$ cat config.mk
export PLATFORM = sky130hd
export DESIGN_NAME = oorfs_top
export DESIGN_NICKNAME = d
export VERILOG_FILES = /design/src/common/oorfs_pkg.sv /design/src/rtl/oorfs_ramp_mem.sv /design/src/rtl/oorfs_top.sv
export SDC_FILE = /design/constraint.sdc
export NUM_CORES = 1
export LEC_CHECK = 0
export BUFFER_PORTS_ARGS = -buffer_cell sky130_fd_sc_hd__buf_2
export CAP_MARGIN = 25
export CORE_MARGIN = 4
export CORE_UTILIZATION = 45
export DETAILED_ROUTE_END_ITERATION = 6
export GPL_TIMING_DRIVEN = 1
export HOLD_SLACK_MARGIN = 0.1
export PLACE_DENSITY = 0.74
export SLEW_MARGIN = 20
export SYNTH_ARGS = -nofsm -noshare
export SYNTH_HDL_FRONTEND = slang
export SYNTH_SLANG_ARGS = --single-unit
$ cat constraint.sdc
create_clock -name clk_in -period 8.7 [get_ports clk_in]
set_input_delay 2.61 -clock clk_in [delete_from_list [all_inputs] [get_ports clk_in]]
set_output_delay 2.61 -clock clk_in [all_outputs]
set_load 0.1 [all_outputs]
$ cat src/common/oorfs_pkg.sv
// Constants and types for the output turn-off ramp and fault status slice
package oorfs_pkg;

  ////////////////////////////////////////////////////////////////////////////
  // Paging and command codes
  localparam int        NPAGE      = 2;
  localparam logic [7:0] CMD_FALL  = 8'h65;
  localparam logic [7:0] CMD_SBYTE = 8'h78;
  localparam logic [7:0] CMD_SWORD = 8'h79;
  localparam logic [7:0] CMD_SVOUT = 8'h7a;

  // Reset values
  localparam logic [15:0] FALL_RST = 16'hca80;
  localparam logic [15:0] ZERO16   = 16'h0000;

  // Linear-11 field layout
  localparam int EXP_MSB = 15;
  localparam int EXP_LSB = 11;
  localparam int MAN_MSB = 10;

  ////////////////////////////////////////////////////////////////////////////
  // Timing: one ramp tick is 1/16 ms
  localparam int CLK_PERIOD_NS = 50;
  localparam int TICK_LOG2     = 4;
  localparam int TICK_NS       = 1000000 / (1 << TICK_LOG2);
  localparam int TICK_CYC      = TICK_NS / CLK_PERIOD_NS;
  localparam int MAX_FALL_MS   = 100;
  localparam int MAX_TICKS     = MAX_FALL_MS << TICK_LOG2;
  localparam int MIN_FALL_US   = 500;

  ////////////////////////////////////////////////////////////////////////////
  // Summary word bit positions
  localparam int SW_VOUT  = 15;
  localparam int SW_IOUT  = 14;
  localparam int SW_INPUT = 13;
  localparam int SW_VEND  = 12;
  localparam int SW_PGOOD = 11;
  localparam int SW_OTHER = 9;
  localparam int SW_UNKN  = 8;
  localparam int SW_BUSY  = 7;
  localparam int SW_OFF   = 6;
  localparam int SW_OVF   = 5;
  localparam int SW_OCF   = 4;
  localparam int SW_VINUV = 3;
  localparam int SW_TEMP  = 2;
  localparam int SW_CML   = 1;
  localparam int SW_NONE  = 0;

  // Output voltage status byte bit positions
  localparam int VO_OVF = 7;
  localparam int VO_OVW = 6;
  localparam int VO_UVW = 5;
  localparam int VO_UVF = 4;

  ////////////////////////////////////////////////////////////////////////////
  // Types
  typedef logic [10:0] oorfs_tick_t;

  typedef enum logic [1:0] {
    SEQ_RUN  = 2'b00,
    SEQ_WAIT = 2'b01,
    SEQ_FALL = 2'b10,
    SEQ_OFF  = 2'b11
  } oorfs_seq_e;

  // Fault and warning events, also the sticky detail bits
  typedef struct packed {
    logic out_overvoltage_fault;
    logic out_overvoltage_warning;
    logic out_undervoltage_warning;
    logic out_undervoltage_fault;
    logic out_overcurrent_fault;
    logic iout_other;
    logic in_undervoltage_fault;
    logic input_other;
    logic vendor_fault_summary;
    logic temperature;
    logic comms_logic_memory_flag;
    logic busy;
    logic unknown;
  } oorfs_evt_s;

  // Live levels per page
  typedef struct packed {
    logic enable;
    logic power_not_good;
    logic misc_set;
  } oorfs_lvl_s;

  typedef struct packed {
    logic        valid;
    logic        write;
    logic        page;
    logic [7:0]  code;
    logic [15:0] data;
  } oorfs_cmd_s;

  typedef struct packed {
    logic        valid;
    logic        err;
    logic [15:0] data;
  } oorfs_rsp_s;

  typedef struct packed {
    logic [NPAGE-1:0][15:0] word;
    logic [15:0]            rda;
    logic [15:0]            rdb;
  } oorfs_mem_s;

endpackage : oorfs_pkg

$ cat src/rtl/oorfs_ramp_mem.sv
// Paged storage for the output ramp-down time, two registered read ports
`timescale 1ns/100ps
`default_nettype none
module oorfs_ramp_mem (
  input  wire logic        clk_in,
  input  wire logic        srst_in,
  input  wire logic        wr_en_in,
  input  wire logic        wr_page_in,
  input  wire logic [15:0] wr_data_in,
  input  wire logic        rda_page_in,
  input  wire logic        rdb_page_in,
  output logic      [15:0] rda_data_out,
  output logic      [15:0] rdb_data_out
);

  oorfs_pkg::oorfs_mem_s s_q;
  oorfs_pkg::oorfs_mem_s s_d;

  ////////////////////////////////////////////////////////////////////////////
  // Read, then write; a same-cycle read sees the old word
  always_comb begin
    s_d     = s_q;
    s_d.rda = s_q.word[rda_page_in];
    s_d.rdb = s_q.word[rdb_page_in];
    if (wr_en_in) begin
      s_d.word[wr_page_in] = wr_data_in;
    end
  end

  // Every page wakes at its 5 ms default
  always_ff @(posedge clk_in) begin
    if (srst_in) begin
      s_q.word <= {oorfs_pkg::NPAGE{oorfs_pkg::FALL_RST}};
      s_q.rda  <= oorfs_pkg::ZERO16;
      s_q.rdb  <= oorfs_pkg::ZERO16;
    end else begin
      s_q <= s_d;
    end
  end

  assign rda_data_out = s_q.rda;
  assign rdb_data_out = s_q.rdb;

endmodule : oorfs_ramp_mem
`default_nettype wire

$ cat src/rtl/oorfs_top.sv
// Output turn-off ramp and fault status command slice, paged per output
//
// What this block does
// - Ramp-down time is a paged 16-bit linear value, Y times two to N ms.
// - Ramp-down time resets to CA80h (5 ms), read/write, write protectable.
// - Ramp-down times from 0 to 100 ms are accepted.
// - On disable, wait the turn-off delay, then ramp down over ramp time.
// - Fault summary word is paged, read-only, latched bits reset to zero, writes refused.
// - Summary low byte and byte-wide summary share storage and read alike.
// - Summary bit 15 flags any output voltage fault or warning.
// - Summary bit 14 flags any output current or power fault or warning.
// - Summary bit 13 flags any input voltage, current or power event.
// - Bit 12 flags vendor events; bit 9 flags any misc status bit.
// - Summary bit 11 set while power is reported not good.
// - Summary bit 8 flags a fault type not covered by bits 15 to 1.
// - Summary bit 7 flags a fault declared because the device was busy.
// - Summary bit 6 set whenever output delivers no power, for any cause.
// - Bits 5, 4, 3 flag output OV, output OC and input UV faults.
// - Bit 2 flags temperature events; bit 1 comms, memory or logic faults.
// - Bit 0 flags any event not represented by bits 7 to 1.
// - Output voltage byte is paged, read-only, resets zero; bits 7, 6 OV.
// - Output voltage byte bit 5 UV warning, bit 4 UV fault, 3:0 zero.
//
// Times resolve to 1/16 ms and truncate. A wait may last up to one tick
// longer than set, since the divider runs free; a ramp always lasts one tick longer.
// Nothing enforces the recommended 0.5 ms minimum.
`timescale 1ns/100ps
`default_nettype none
module oorfs_top (
  input  wire logic                                    clk_in,
  input  wire logic                                    srst_in,
  input  wire oorfs_pkg::oorfs_cmd_s                   cmd_in,
  input  wire logic                                    write_protect_in,
  input  wire logic                                    clear_faults_in,
  input  wire oorfs_pkg::oorfs_evt_s [oorfs_pkg::NPAGE-1:0] evt_in,
  input  wire oorfs_pkg::oorfs_lvl_s [oorfs_pkg::NPAGE-1:0] lvl_in,
  input  wire logic [oorfs_pkg::NPAGE-1:0][15:0]       turn_off_wait_in,
  output oorfs_pkg::oorfs_rsp_s                        rsp_out,
  output logic [oorfs_pkg::NPAGE-1:0]                  output_on_out,
  output logic [oorfs_pkg::NPAGE-1:0]                  fall_active_out,
  output oorfs_pkg::oorfs_tick_t [oorfs_pkg::NPAGE-1:0] ticks_left_out
);

  ////////////////////////////////////////////////////////////////////////////
  // State of the whole block in one record
  typedef struct packed {
    oorfs_pkg::oorfs_seq_e  [oorfs_pkg::NPAGE-1:0] seq;
    oorfs_pkg::oorfs_tick_t [oorfs_pkg::NPAGE-1:0] cnt;
    oorfs_pkg::oorfs_tick_t [oorfs_pkg::NPAGE-1:0] fall;
    oorfs_pkg::oorfs_evt_s  [oorfs_pkg::NPAGE-1:0] stk;
    logic [10:0]                                   div;
    logic                                          scan;
    logic                                          scan_d1;
    logic                                          pend;
    logic                                          pend_err;
    logic                                          pend_wr;
    logic                                          pend_page;
    logic [7:0]                                    pend_code;
    oorfs_pkg::oorfs_rsp_s                         rsp;
  } oorfs_state_s;

  oorfs_state_s s_q;
  oorfs_state_s s_d;

  logic [15:0] mem_rda;
  logic [15:0] mem_rdb;
  logic        fall_wr;
  logic        tick;
  logic        rd_off;
  logic [15:0] rd_sum;

  ////////////////////////////////////////////////////////////////////////////
  // Linear value to ramp ticks, clamped to the accepted range
  function automatic oorfs_pkg::oorfs_tick_t lin_to_ticks(input logic [15:0] v);
    int n;
    int y;
    int sh;
    int t;
    n  = int'($signed(v[oorfs_pkg::EXP_MSB:oorfs_pkg::EXP_LSB]));
    y  = int'($signed(v[oorfs_pkg::MAN_MSB:0]));
    // Ticks are Y times 2^(N+4); a right shift truncates
    sh = n + oorfs_pkg::TICK_LOG2;

    // A negative time reads as zero
    if (y < 0) begin
      t = 0;
    end else if (sh >= 0) begin
      t = y << sh;
    end else begin
      t = y >> (-sh);
    end
    // Large exponents would overflow long before the clamp, so cap early
    if (sh > 20 || t > oorfs_pkg::MAX_TICKS) begin
      t = oorfs_pkg::MAX_TICKS;
    end

    // Same conversion serves the turn-off wait
    return oorfs_pkg::oorfs_tick_t'(t);
  endfunction : lin_to_ticks

  ////////////////////////////////////////////////////////////////////////////
  // Summary word built live from sticky details and present levels
  function automatic logic [15:0] summary(input oorfs_pkg::oorfs_evt_s e,
                                          input oorfs_pkg::oorfs_lvl_s l,
                                          input logic off);
    logic [15:0] w;
    w = oorfs_pkg::ZERO16;
    w[oorfs_pkg::SW_VOUT]  = e.out_overvoltage_fault | e.out_overvoltage_warning
                           | e.out_undervoltage_warning
                           | e.out_undervoltage_fault;
    w[oorfs_pkg::SW_IOUT]  = e.out_overcurrent_fault | e.iout_other;
    w[oorfs_pkg::SW_INPUT] = e.in_undervoltage_fault | e.input_other;
    w[oorfs_pkg::SW_VEND]  = e.vendor_fault_summary;
    // Power good and misc are live levels, never latched
    w[oorfs_pkg::SW_PGOOD] = l.power_not_good;
    w[oorfs_pkg::SW_OTHER] = l.misc_set;
    w[oorfs_pkg::SW_UNKN]  = e.unknown;
    w[oorfs_pkg::SW_BUSY]  = e.busy;
    w[oorfs_pkg::SW_OFF]   = off;
    w[oorfs_pkg::SW_OVF]   = e.out_overvoltage_fault;
    w[oorfs_pkg::SW_OCF]   = e.out_overcurrent_fault;
    w[oorfs_pkg::SW_VINUV] = e.in_undervoltage_fault;
    w[oorfs_pkg::SW_TEMP]  = e.temperature;
    w[oorfs_pkg::SW_CML]   = e.comms_logic_memory_flag;
    // Events that none of bits 7:1 can carry
    w[oorfs_pkg::SW_NONE]  = e.out_overvoltage_warning
                           | e.out_undervoltage_warning
                           | e.out_undervoltage_fault | e.iout_other
                           | e.input_other | e.vendor_fault_summary
                           | e.unknown | l.power_not_good
                           | l.misc_set;
    return w;
  endfunction : summary

  ////////////////////////////////////////////////////////////////////////////
  // Output voltage status byte, low nibble always zero
  // Only four voltage detail bits exist behind it
  function automatic logic [7:0] vout_byte(input oorfs_pkg::oorfs_evt_s e);
    logic [7:0] b;
    b = 8'h00;
    b[oorfs_pkg::VO_OVF] = e.out_overvoltage_fault;
    b[oorfs_pkg::VO_OVW] = e.out_overvoltage_warning;
    b[oorfs_pkg::VO_UVW] = e.out_undervoltage_warning;
    b[oorfs_pkg::VO_UVF] = e.out_undervoltage_fault;
    return b;
  endfunction : vout_byte

  // A page delivers power only while its sequencer sits in RUN
  function automatic logic page_off(input oorfs_pkg::oorfs_seq_e q);
    return (q != oorfs_pkg::SEQ_RUN);
  endfunction : page_off

  ////////////////////////////////////////////////////////////////////////////
  // Only the ramp time is writable, and only while unprotected
  // A refused write must leave storage untouched
  assign fall_wr = cmd_in.valid & cmd_in.write
                 & (cmd_in.code == oorfs_pkg::CMD_FALL)
                 & ~write_protect_in;

  // Port a answers the host; port b feeds the ramp shadows
  oorfs_ramp_mem u_mem (
    .clk_in       (clk_in),
    .srst_in      (srst_in),
    .wr_en_in     (fall_wr),
    .wr_page_in   (cmd_in.page),
    .wr_data_in   (cmd_in.data),
    .rda_page_in  (cmd_in.page),
    .rdb_page_in  (s_q.scan),
    .rda_data_out (mem_rda),
    .rdb_data_out (mem_rdb)
  );

  // Tick enable every 1/16 ms
  // Free running, so the first tick of a wait comes early
  assign tick = (s_q.div == 11'(oorfs_pkg::TICK_CYC - 1));

  // One summary copy feeds the word and its low byte, so they cannot differ
  always_comb begin
    rd_off = page_off(s_q.seq[s_q.pend_page]);
    rd_sum = summary(s_q.stk[s_q.pend_page], lvl_in[s_q.pend_page], rd_off);
  end

  ////////////////////////////////////////////////////////////////////////////
  // Next-state logic
  always_comb begin
    s_d = s_q;

    // Ramp tick divider
    s_d.div = tick ? 11'h000 : s_q.div + 11'h001;

    // Scan pages so each shadow ramp time is at most three cycles stale
    // Both pages share one read port, taking turns
    s_d.scan    = ~s_q.scan;
    s_d.scan_d1 = s_q.scan;
    s_d.fall[s_q.scan_d1] = lin_to_ticks(mem_rdb);

    // Sticky details: a new event beats a clear in the same cycle
    // Clear is global and empties every page at once
    for (int p = 0; p < oorfs_pkg::NPAGE; p++) begin
      s_d.stk[p] = (clear_faults_in ? '0 : s_q.stk[p]) | evt_in[p];
    end

    // Turn-off sequencer per page
    for (int p = 0; p < oorfs_pkg::NPAGE; p++) begin
      case (s_q.seq[p])
        // Disable is sampled every cycle; the wait starts next edge
        oorfs_pkg::SEQ_RUN: begin
          if (!lvl_in[p].enable) begin
            s_d.seq[p] = oorfs_pkg::SEQ_WAIT;
            s_d.cnt[p] = lin_to_ticks(turn_off_wait_in[p]);
          end
        end

        oorfs_pkg::SEQ_WAIT: begin
          // Re-enable during the delay aborts the shutdown
          if (lvl_in[p].enable) begin
            s_d.seq[p] = oorfs_pkg::SEQ_RUN;
          end else if (tick) begin
            if (s_q.cnt[p] == '0) begin
              s_d.seq[p] = oorfs_pkg::SEQ_FALL;
              s_d.cnt[p] = s_q.fall[p];
            end else begin
              s_d.cnt[p] = s_q.cnt[p] - 11'h001;
            end
          end
        end

        oorfs_pkg::SEQ_FALL: begin
          // The ramp runs to the end once started
          if (tick) begin
            if (s_q.cnt[p] == '0) begin
              s_d.seq[p] = oorfs_pkg::SEQ_OFF;
            end else begin
              s_d.cnt[p] = s_q.cnt[p] - 11'h001;
            end
          end
        end

        // Reset lands here; an enabled page runs next edge
        oorfs_pkg::SEQ_OFF: begin
          if (lvl_in[p].enable) begin
            s_d.seq[p] = oorfs_pkg::SEQ_RUN;
            s_d.cnt[p] = '0;
          end
        end

        default: begin
          s_d.seq[p] = oorfs_pkg::SEQ_OFF;
        end
      endcase
    end

    // Command stage: note what was asked and whether it is refused
    s_d.pend      = cmd_in.valid;
    s_d.pend_wr   = cmd_in.write;
    s_d.pend_page = cmd_in.page;
    s_d.pend_code = cmd_in.code;
    s_d.pend_err  = 1'b0;
    if (cmd_in.valid) begin
      case (cmd_in.code)
        oorfs_pkg::CMD_FALL: begin
          s_d.pend_err = cmd_in.write & write_protect_in;
        end
        oorfs_pkg::CMD_SBYTE,
        oorfs_pkg::CMD_SWORD,
        oorfs_pkg::CMD_SVOUT: begin
          s_d.pend_err = cmd_in.write;
        end
        // Unknown codes are refused
        default: begin
          s_d.pend_err = 1'b1;
        end
      endcase
    end

    // Answer stage: registered so the data pins come from flops
    s_d.rsp.valid = s_q.pend;
    s_d.rsp.err   = s_q.pend_err;
    s_d.rsp.data  = oorfs_pkg::ZERO16;
    // Writes and refusals answer with zero data
    if (s_q.pend && !s_q.pend_wr && !s_q.pend_err) begin
      case (s_q.pend_code)
        oorfs_pkg::CMD_FALL: begin
          s_d.rsp.data = mem_rda;
        end
        oorfs_pkg::CMD_SWORD: begin
          s_d.rsp.data = rd_sum;
        end
        oorfs_pkg::CMD_SBYTE: begin
          // Same bits as the low half of the word
          s_d.rsp.data = {8'h00, rd_sum[7:0]};
        end
        oorfs_pkg::CMD_SVOUT: begin
          s_d.rsp.data = {8'h00, vout_byte(s_q.stk[s_q.pend_page])};
        end
        default: begin
          s_d.rsp.data = oorfs_pkg::ZERO16;
        end
      endcase
    end
  end

  ////////////////////////////////////////////////////////////////////////////
  // State register; reset leaves every page off and fault free
  always_ff @(posedge clk_in) begin
    if (srst_in) begin
      for (int p = 0; p < oorfs_pkg::NPAGE; p++) begin
        s_q.seq[p]  <= oorfs_pkg::SEQ_OFF;
      end
      s_q.cnt       <= '0;
      // Ramp shadows refill from storage within three cycles
      s_q.fall      <= '0;
      s_q.stk       <= '0;
      s_q.div       <= 11'h000;
      s_q.scan      <= 1'b0;
      s_q.scan_d1   <= 1'b0;
      s_q.pend      <= 1'b0;
      s_q.pend_err  <= 1'b0;
      s_q.pend_wr   <= 1'b0;
      s_q.pend_page <= 1'b0;
      s_q.pend_code <= 8'h00;
      s_q.rsp       <= '0;
    end else begin
      s_q <= s_d;
    end
  end

  ////////////////////////////////////////////////////////////////////////////
  // Outputs, all straight from the state record
  // Ticks left shows whichever phase is counting
  always_comb begin
    for (int p = 0; p < oorfs_pkg::NPAGE; p++) begin
      output_on_out[p]   = ~page_off(s_q.seq[p]);
      fall_active_out[p] = (s_q.seq[p] == oorfs_pkg::SEQ_FALL);
      ticks_left_out[p]  = s_q.cnt[p];
    end
  end

  assign rsp_out = s_q.rsp;

endmodule : oorfs_top
`default_nettype wire

==> flow_summary_export.csv, run 1 <==
group,metric,value,unit
synth,synth_flop_cell,"dfxtp_1",
timing,fin_tns_setup,0,ns
grt,antenna_found_initial,3,
timing,max_freq,138,MHz
grt,track_usage,23.2,%
synth,synth.area.top_cells,"dfxtp_1 (25%), a21oi_1 (5.0%), nand2_1 (4.9%)",
floorplan,die_w,188,um
setup_path,reg2reg_slack,2.65,ns
synth,synth_edf_count,0,
cells_and_area,nNetsFinal,1990,
worst_hold_path,hold_end,"rsp_out[0]",
floorplan,core-area,0.0316,mm^2
worst_hold_path,whs_path_depth,2,
grt,grt_pass1_wl,69200,um
floorplan,core.rowCount,65,
synth,synth-seq-cells,181,
cts,path_clk_slew,0.07,ns
route,drtIter0Drc,1752,
floorplan,die_area,0.0352,mm^2
cts,cts_root_buf,"clkbuf_16",
synth,ys_types,104,
route,wirelength,43200,um
route,ant_nets,0,
synth,synth_top_cell_by_area,"dfxtp_1",
setup_path,worstPathArrival,7.59,ns
cts,postCtsResizedCells,0,
synth,synth_nets,2003,
setup_path,end_kind,"flip-flop",
worst_hold_path,min_from,"u_mem.rda_data_out[0]",
setup_path,critPathLaunchType,"input port",
route,drt-vias-per-instance,6.40,
placement,hpwl,31900,um
cells_and_area,layout-drive-gt1-share,15.5,%
setup_path,critPathTopFamily,"simple AND/OR/NAND/NOR gates",
setup_path,r2r_start,"u_mem.rdb_data_out[13]",
grt,grt_max_degree,74,
timing,setup_violations,0,
floorplan,fp.dieH,188,um
grt,first_global_vias,13000,
placement,place_ws,1.21,ns
power,ir_drop,0.000201,V
cells_and_area,diodes,0,
synth,yosysWarnings,0,
timing,hold_viol_final,0,
setup_path,rr_worst_depth,17,
route,post-route-drc-count,0,
cts,cts_hold_buf,0,
cts,cts_tree,"built",
placement,place_congestion,0.968,
floorplan,ioPinCount,139,
grt,gr-total-overflow,0,
setup_path,cp_max_fo,33,
power,power_leakage,5.87,nW
run,cap_viol_max_count,0,
setup_path,cp.required,9.03,ns
timing,fin_crit,7.26,ns
status,outcome,"complete, no violations",
route,dr.pass1.iters,6,
timing,period_share,83.4,%
setup_path,crit_top_cell,"or3_1",
cts,cts_buffers,17,
synth,yosysSeqAreaShare,25.0,%
route,wl_per_cell,19.0,um
synth,syn-instance-count,1872,
cells_and_area,area_delta_synth_final,6.31,%
cts,htree_levels,4,
power,power.density,154,mW/mm^2
cts,cts_setup_buffers,0,
timing,slew_headroom,27.5,%
synth,synth.avg_cell_area,7.75,um^2
worst_hold_path,hold_path.class,"reg2reg",
timing,skew,0.0155,ns
route,via_count,14500,
synth,synth_top_area_share,25.0,%
timing,rsz0062_at_grt,"false",
synth,synth.most_common_cell,"nand2_1",
cts,cts.sinks,181,
setup_path,cp_cell_sequence,"buf_2 > inv_1 > ha_1 > or3_1 > nand2b_1 > ha_1 > nor4bb_1 > nand3_1 > or3_1 > a2111oi_0 > nor3_1 > or3_1 > nand4b_1 > o211ai_2 > nand2_1 > o31a_1",
cts,clk_latency,0.44,ns
synth,synth_commonest_cells,"nand2_1 (188), dfxtp_1 (181), nor2_1 (175), a21oi_1 (144), clkbuf_1 (93)",
synth,async_flop_share,0,%
setup_path,path_buf_inv,2,
setup_path,r2r-end,"s_q[75]",
cts,cts_buffer_depth,2,
timing,drv_slew,0,
timing,timing.final.ws_setup,1.44,ns
synth,netlist_area,0.0145,mm^2
floorplan,start_util,45.8,%
timing,worstMarginPinSlew,1.08,ns
setup_path,slowest_delay,0.47,ns
setup_path,crit_type,"in2reg",
setup_path,cp_slowest_cell,"nor4bb_1",
placement,port_buffers,138,
## layer usage
layer	share of wire, %	up-vias	global-route usage [%]
li1	-	6880	-
met5	0.076	-	0
met4	3.0	6	7.37
met1	44	6783	32.6
met2	45	754	36.3
met3	8.4	123	4.39
## worst min-delay path, cell delays in order (launching register included)
cell,delay [ns]
dfxtp_1,0.30
nand2_1,0.04
a21oi_1,0.05
## power breakdown
group / leakage (nW) / internal [mW] / switching [mW]
registers: 1.48 / 0.860 / 0.0422
logic: 4.10 / 0.233 / 0.470
clock network: 0.288 / 0.410 / 0.363
total: 5.87 / 1.50 / 0.875
## layout by cell type (no fill, tap or decap), types with 49 or more instances in the layout
cell / n
a21oi_1: 144
buf_2: 137
dfxtp_1: 181
mux2_2: 49
mux2i_1: 69
nand2_1: 188
nand3_1: 71
nor2_1: 175
nor3_1: 67
o21ai_0: 89
## how the worst max path moves through the flow
| stage | start | slack (ns) | cells after the start | endpoint |
|---|---|---|---|---|
| after floorplan | turn_off_wait_in[29] | 1.12 | 20 | ticks_left_out[20] |
| after global placement | turn_off_wait_in[29] | 1.38 | 16 | ticks_left_out[20] |
| after detailed placement | turn_off_wait_in[29] | 1.21 | 16 | ticks_left_out[20] |
| after CTS | turn_off_wait_in[29] | 1.64 | 16 | ticks_left_out[20] |
| after global routing | turn_off_wait_in[29] | 1.15 | 16 | ticks_left_out[20] |
| final | turn_off_wait_in[29] | 1.44 | 16 | ticks_left_out[20] |
## flip-flops by register name, summed over array words and instances, names as in the netlist, named ones only
signal              count
rsp_out                18
s_q                    72
s_d                     3
u_mem.rdb_data_out     16
u_mem.s_q              32
u_mem.rda_data_out     16
ticks_left_out         22
## cell type report
| cell class | count | area (um^2) |
|---|---|---|
| multi-input cells | 1461 | 9730 |
| inverters | 47 | 176 |
| clock buffers | 18 | 429 |
| flip-flops and latches | 181 | 3620 |
| repair buffers | 151 | 795 |
| fillers | 2978 | 16200 |
| well taps | 402 | 503 |
| clock inverters | 14 | 164 |
## kinds of logic (layout without fill, tap and decap cells)
| family | Yosys count | in the layout | share of synthesized area [%] |
|---|---|---|---|
| flops | 181 | 181 | 25.0 |
| fa+ha+maj | 36 | 36 | 3.11 |
| xor+xnor | 43 | 43 | 2.86 |
| mux | 142 | 142 | 12.2 |
| simple gates | 712 | 712 | 24.2 |
| buf+inv | 230 | 230 | 8.05 |
| compound gates | 528 | 528 | 24.6 |
## stage by stage
stage,hold slack (ns),total power [mW],instances,util [%],area [um^2]
2_1_floorplan,0.417,1.47,1872,-,14500
3_3_place_gp,0.433,1.60,2241,46.8,14800
3_5_place_dp,0.432,1.61,2242,46.9,14800
4_1_cts,0.442,2.37,2274,48.7,15400
5_1_grt,0.464,2.49,2274,48.7,15400
6_report,0.439,2.38,2274,48.7,15400
No activity file was read; power rests on OpenSTA's default activity.
==> run 2, diff against run 1 <==
==> constraint.sdc (replaced) <==
create_clock -name clk_in -period 6.94 [get_ports clk_in]
set_input_delay 2.082 -clock clk_in [delete_from_list [all_inputs] [get_ports clk_in]]
set_output_delay 2.082 -clock clk_in [all_outputs]
set_load 0.1 [all_outputs]
==> run 2 against run 1 <==
  * The flow now finishes with violations (design-rule violations)
  * Critical path depth stayed put
  * Flip-flop and latch count stayed put
  * Design area is 1.4% higher
  * Count of clock-buffer cells in the layout is 1 lower
==> flow_summary_export.csv, run 2 (same netlist as run 1, synthesis figures left out) <==
group,metric,value,unit
status,outcome,"finished with violations",
status,violations,"design-rule violations",
power,power.density,198,mW/mm^2
cells_and_area,area_delta_synth_final,7.76,%
cells_and_area,nNetsFinal,2007,
cells_and_area,stdcell_count,2292,
route,wirelength,43900,um
worst_hold_path,min_from,"u_mem.rda_data_out[15]",
grt,gr-total-overflow,0,
setup_path,cp_cell_sequence,"buf_2 > ha_1 > xor2_1 > or3_1 > nand2b_1 > ha_1 > nor4bb_1 > nand3_1 > or3_1 > a2111oi_0 > nor3_1 > or3_1 > nand4b_1 > o211ai_2 > nand2_1 > o31a_1",
placement,dp_cells,2259,
grt,grt_pass1_wl,70400,um
worst_hold_path,hold_end,"rsp_out[15]",
setup_path,r2r-end,"s_q[78]",
power,power,3.09,mW
floorplan,die_area,0.0352,mm^2
cts,cts.sinks,181,
cells_and_area,design_area,0.0156,mm^2
timing,fin_tns_setup,0,ns
setup_path,end_kind,"flip-flop",
placement,place_ws,0.287,ns
floorplan,fp.dieH,188,um
grt,track_usage,23.6,%
cts,cts_root_buf,"clkbuf_16",
timing,skew,0.0135,ns
route,ant_nets,0,
grt,grt_max_degree,88,
cts,cts_tree,"built",
placement,place_area,0.0150,mm^2
setup_path,worstPathArrival,6.61,ns
route,wl_per_cell,19.2,um
placement,hpwl,32400,um
setup_path,critPathLaunchType,"input port",
setup_path,slowest_delay,0.44,ns
cts,cts_buffers,17,
route,drtIter0Drc,1655,
cts,path_clk_slew,0.09,ns
timing,setup_violations,0,
route,drt-vias-per-instance,6.39,
power,power_leakage,5.99,nW
setup_path,cp_max_fo,9,
setup_path,critPathTopFamily,"simple AND/OR/NAND/NOR gates",
setup_path,cp.required,7.27,ns
timing,period_share,90.5,%
cts,cts_hold_buf,0,
route,via_count,14700,
grt,first_global_vias,13300,
setup_path,cp_slowest_cell,"nor4bb_1",
cells_and_area,final_util,49.4,%
cells_and_area,mostFrequentLayoutCells,"nand2_1 (188), dfxtp_1 (181), nor2_1 (175)",
run,cap_viol_max_count,0,
setup_path,reg2reg_slack,1.77,ns
cts,postCtsResizedCells,0,
timing,slew_headroom,28.6,%
cells_and_area,final_common_cell,"nand2_1",
timing,worstMarginPinSlew,1.07,ns
worst_hold_path,hold_path.class,"reg2reg",
setup_path,r2r_start,"u_mem.rdb_data_out[13]",
timing,hold_viol_final,0,
placement,place_congestion,0.989,
setup_path,crit_top_cell,"or3_1",
floorplan,ioPinCount,139,
floorplan,core.rowCount,65,
timing,hold_ws,0.462,ns
cells_and_area,largest_reg_flops,72,
cells_and_area,layout-drive-gt1-share,16.3,%
route,dr.pass1.iters,7,
floorplan,start_util,45.8,%
route,post-route-drc-count,1,
setup_path,crit_type,"in2reg",
setup_path,path_buf_inv,1,
timing,max_freq,159,MHz
cts,cts_buffer_depth,2,
floorplan,core-area,0.0316,mm^2
timing,fin_crit,6.28,ns
cells_and_area,top_register,"s_q",
worst_hold_path,whs_path_depth,2,
cts,htree_levels,4,
placement,port_buffers,138,
setup_path,rr_worst_depth,17,
cts,clk_latency,0.44,ns
floorplan,die_w,188,um
cts,cts_setup_buffers,0,
power,ir_drop,0.000205,V
timing,timing.final.ws_setup,0.663,ns
timing,drv_slew,0,
timing,rsz0062_at_grt,"false",
grt,antenna_found_initial,3,
run 2: cell count changes in the layout (fill, tap and decap cells not counted), sizes merged:
| cell | before | now |
|---|---|---|
| inv | 50 | 57 |
| clkbuf | 18 | 17 |
| clkinv | 9 | 5 |
| buf | 151 | 168 |
| bufinv | 1 | 0 |
| diode | 0 | 1 |
| clkinvlp | 1 | 0 |
run 2: tightest hold or removal path, stage by stage (launching register included):
cell     delay [ns]
dfxtp_1        0.30
nand2_1        0.06
a21oi_1        0.06
run 2: worst max path at each step:
| stage | startpoint | end | slack (ns) | cells past startpoint |
|---|---|---|---|---|
| 4_1_cts | turn_off_wait_in[29] | ticks_left_out[20] | 0.74 | 16 |
| 3_5_place_dp | turn_off_wait_in[29] | ticks_left_out[20] | 0.29 | 16 |
| 5_1_grt | turn_off_wait_in[29] | ticks_left_out[20] | 0.24 | 16 |
| 6_report | turn_off_wait_in[29] | ticks_left_out[20] | 0.66 | 16 |
| 2_1_floorplan | turn_off_wait_in[29] | ticks_left_out[20] | 0.0007 | 20 |
| 3_3_place_gp | turn_off_wait_in[29] | ticks_left_out[20] | 0.53 | 16 |
run 2: metal layers:
| layer | GRT usage, % | routed length (um) | up-vias |
|---|---|---|---|
| li1 | - | - | 6931 |
| met1 | 33.3 | 19400 | 6855 |
| met2 | 36.6 | 19600 | 755 |
| met3 | 3.91 | 3450 | 105 |
| met4 | 8.33 | 1420 | 4 |
| met5 | 0 | 14 | - |
run 2: cell type report:
cell class	instances	area, um^2
tap	402	503
inverter	47	176
sequential	181	3620
timing repair buffer	168	942
fill	3030	16000
clock inverter	15	231
antenna	1	2.50
multi-input combinational	1461	9720
clock buffer	17	425
run 2: power by group:
| group | internal (mW) | leakage (nW) | switching [mW] | total, mW |
|---|---|---|---|---|
| clock | 0.521 | 0.316 | 0.547 | 1.07 |
| combinational | 0.298 | 4.20 | 0.597 | 0.895 |
| sequential | 1.08 | 1.48 | 0.0524 | 1.13 |
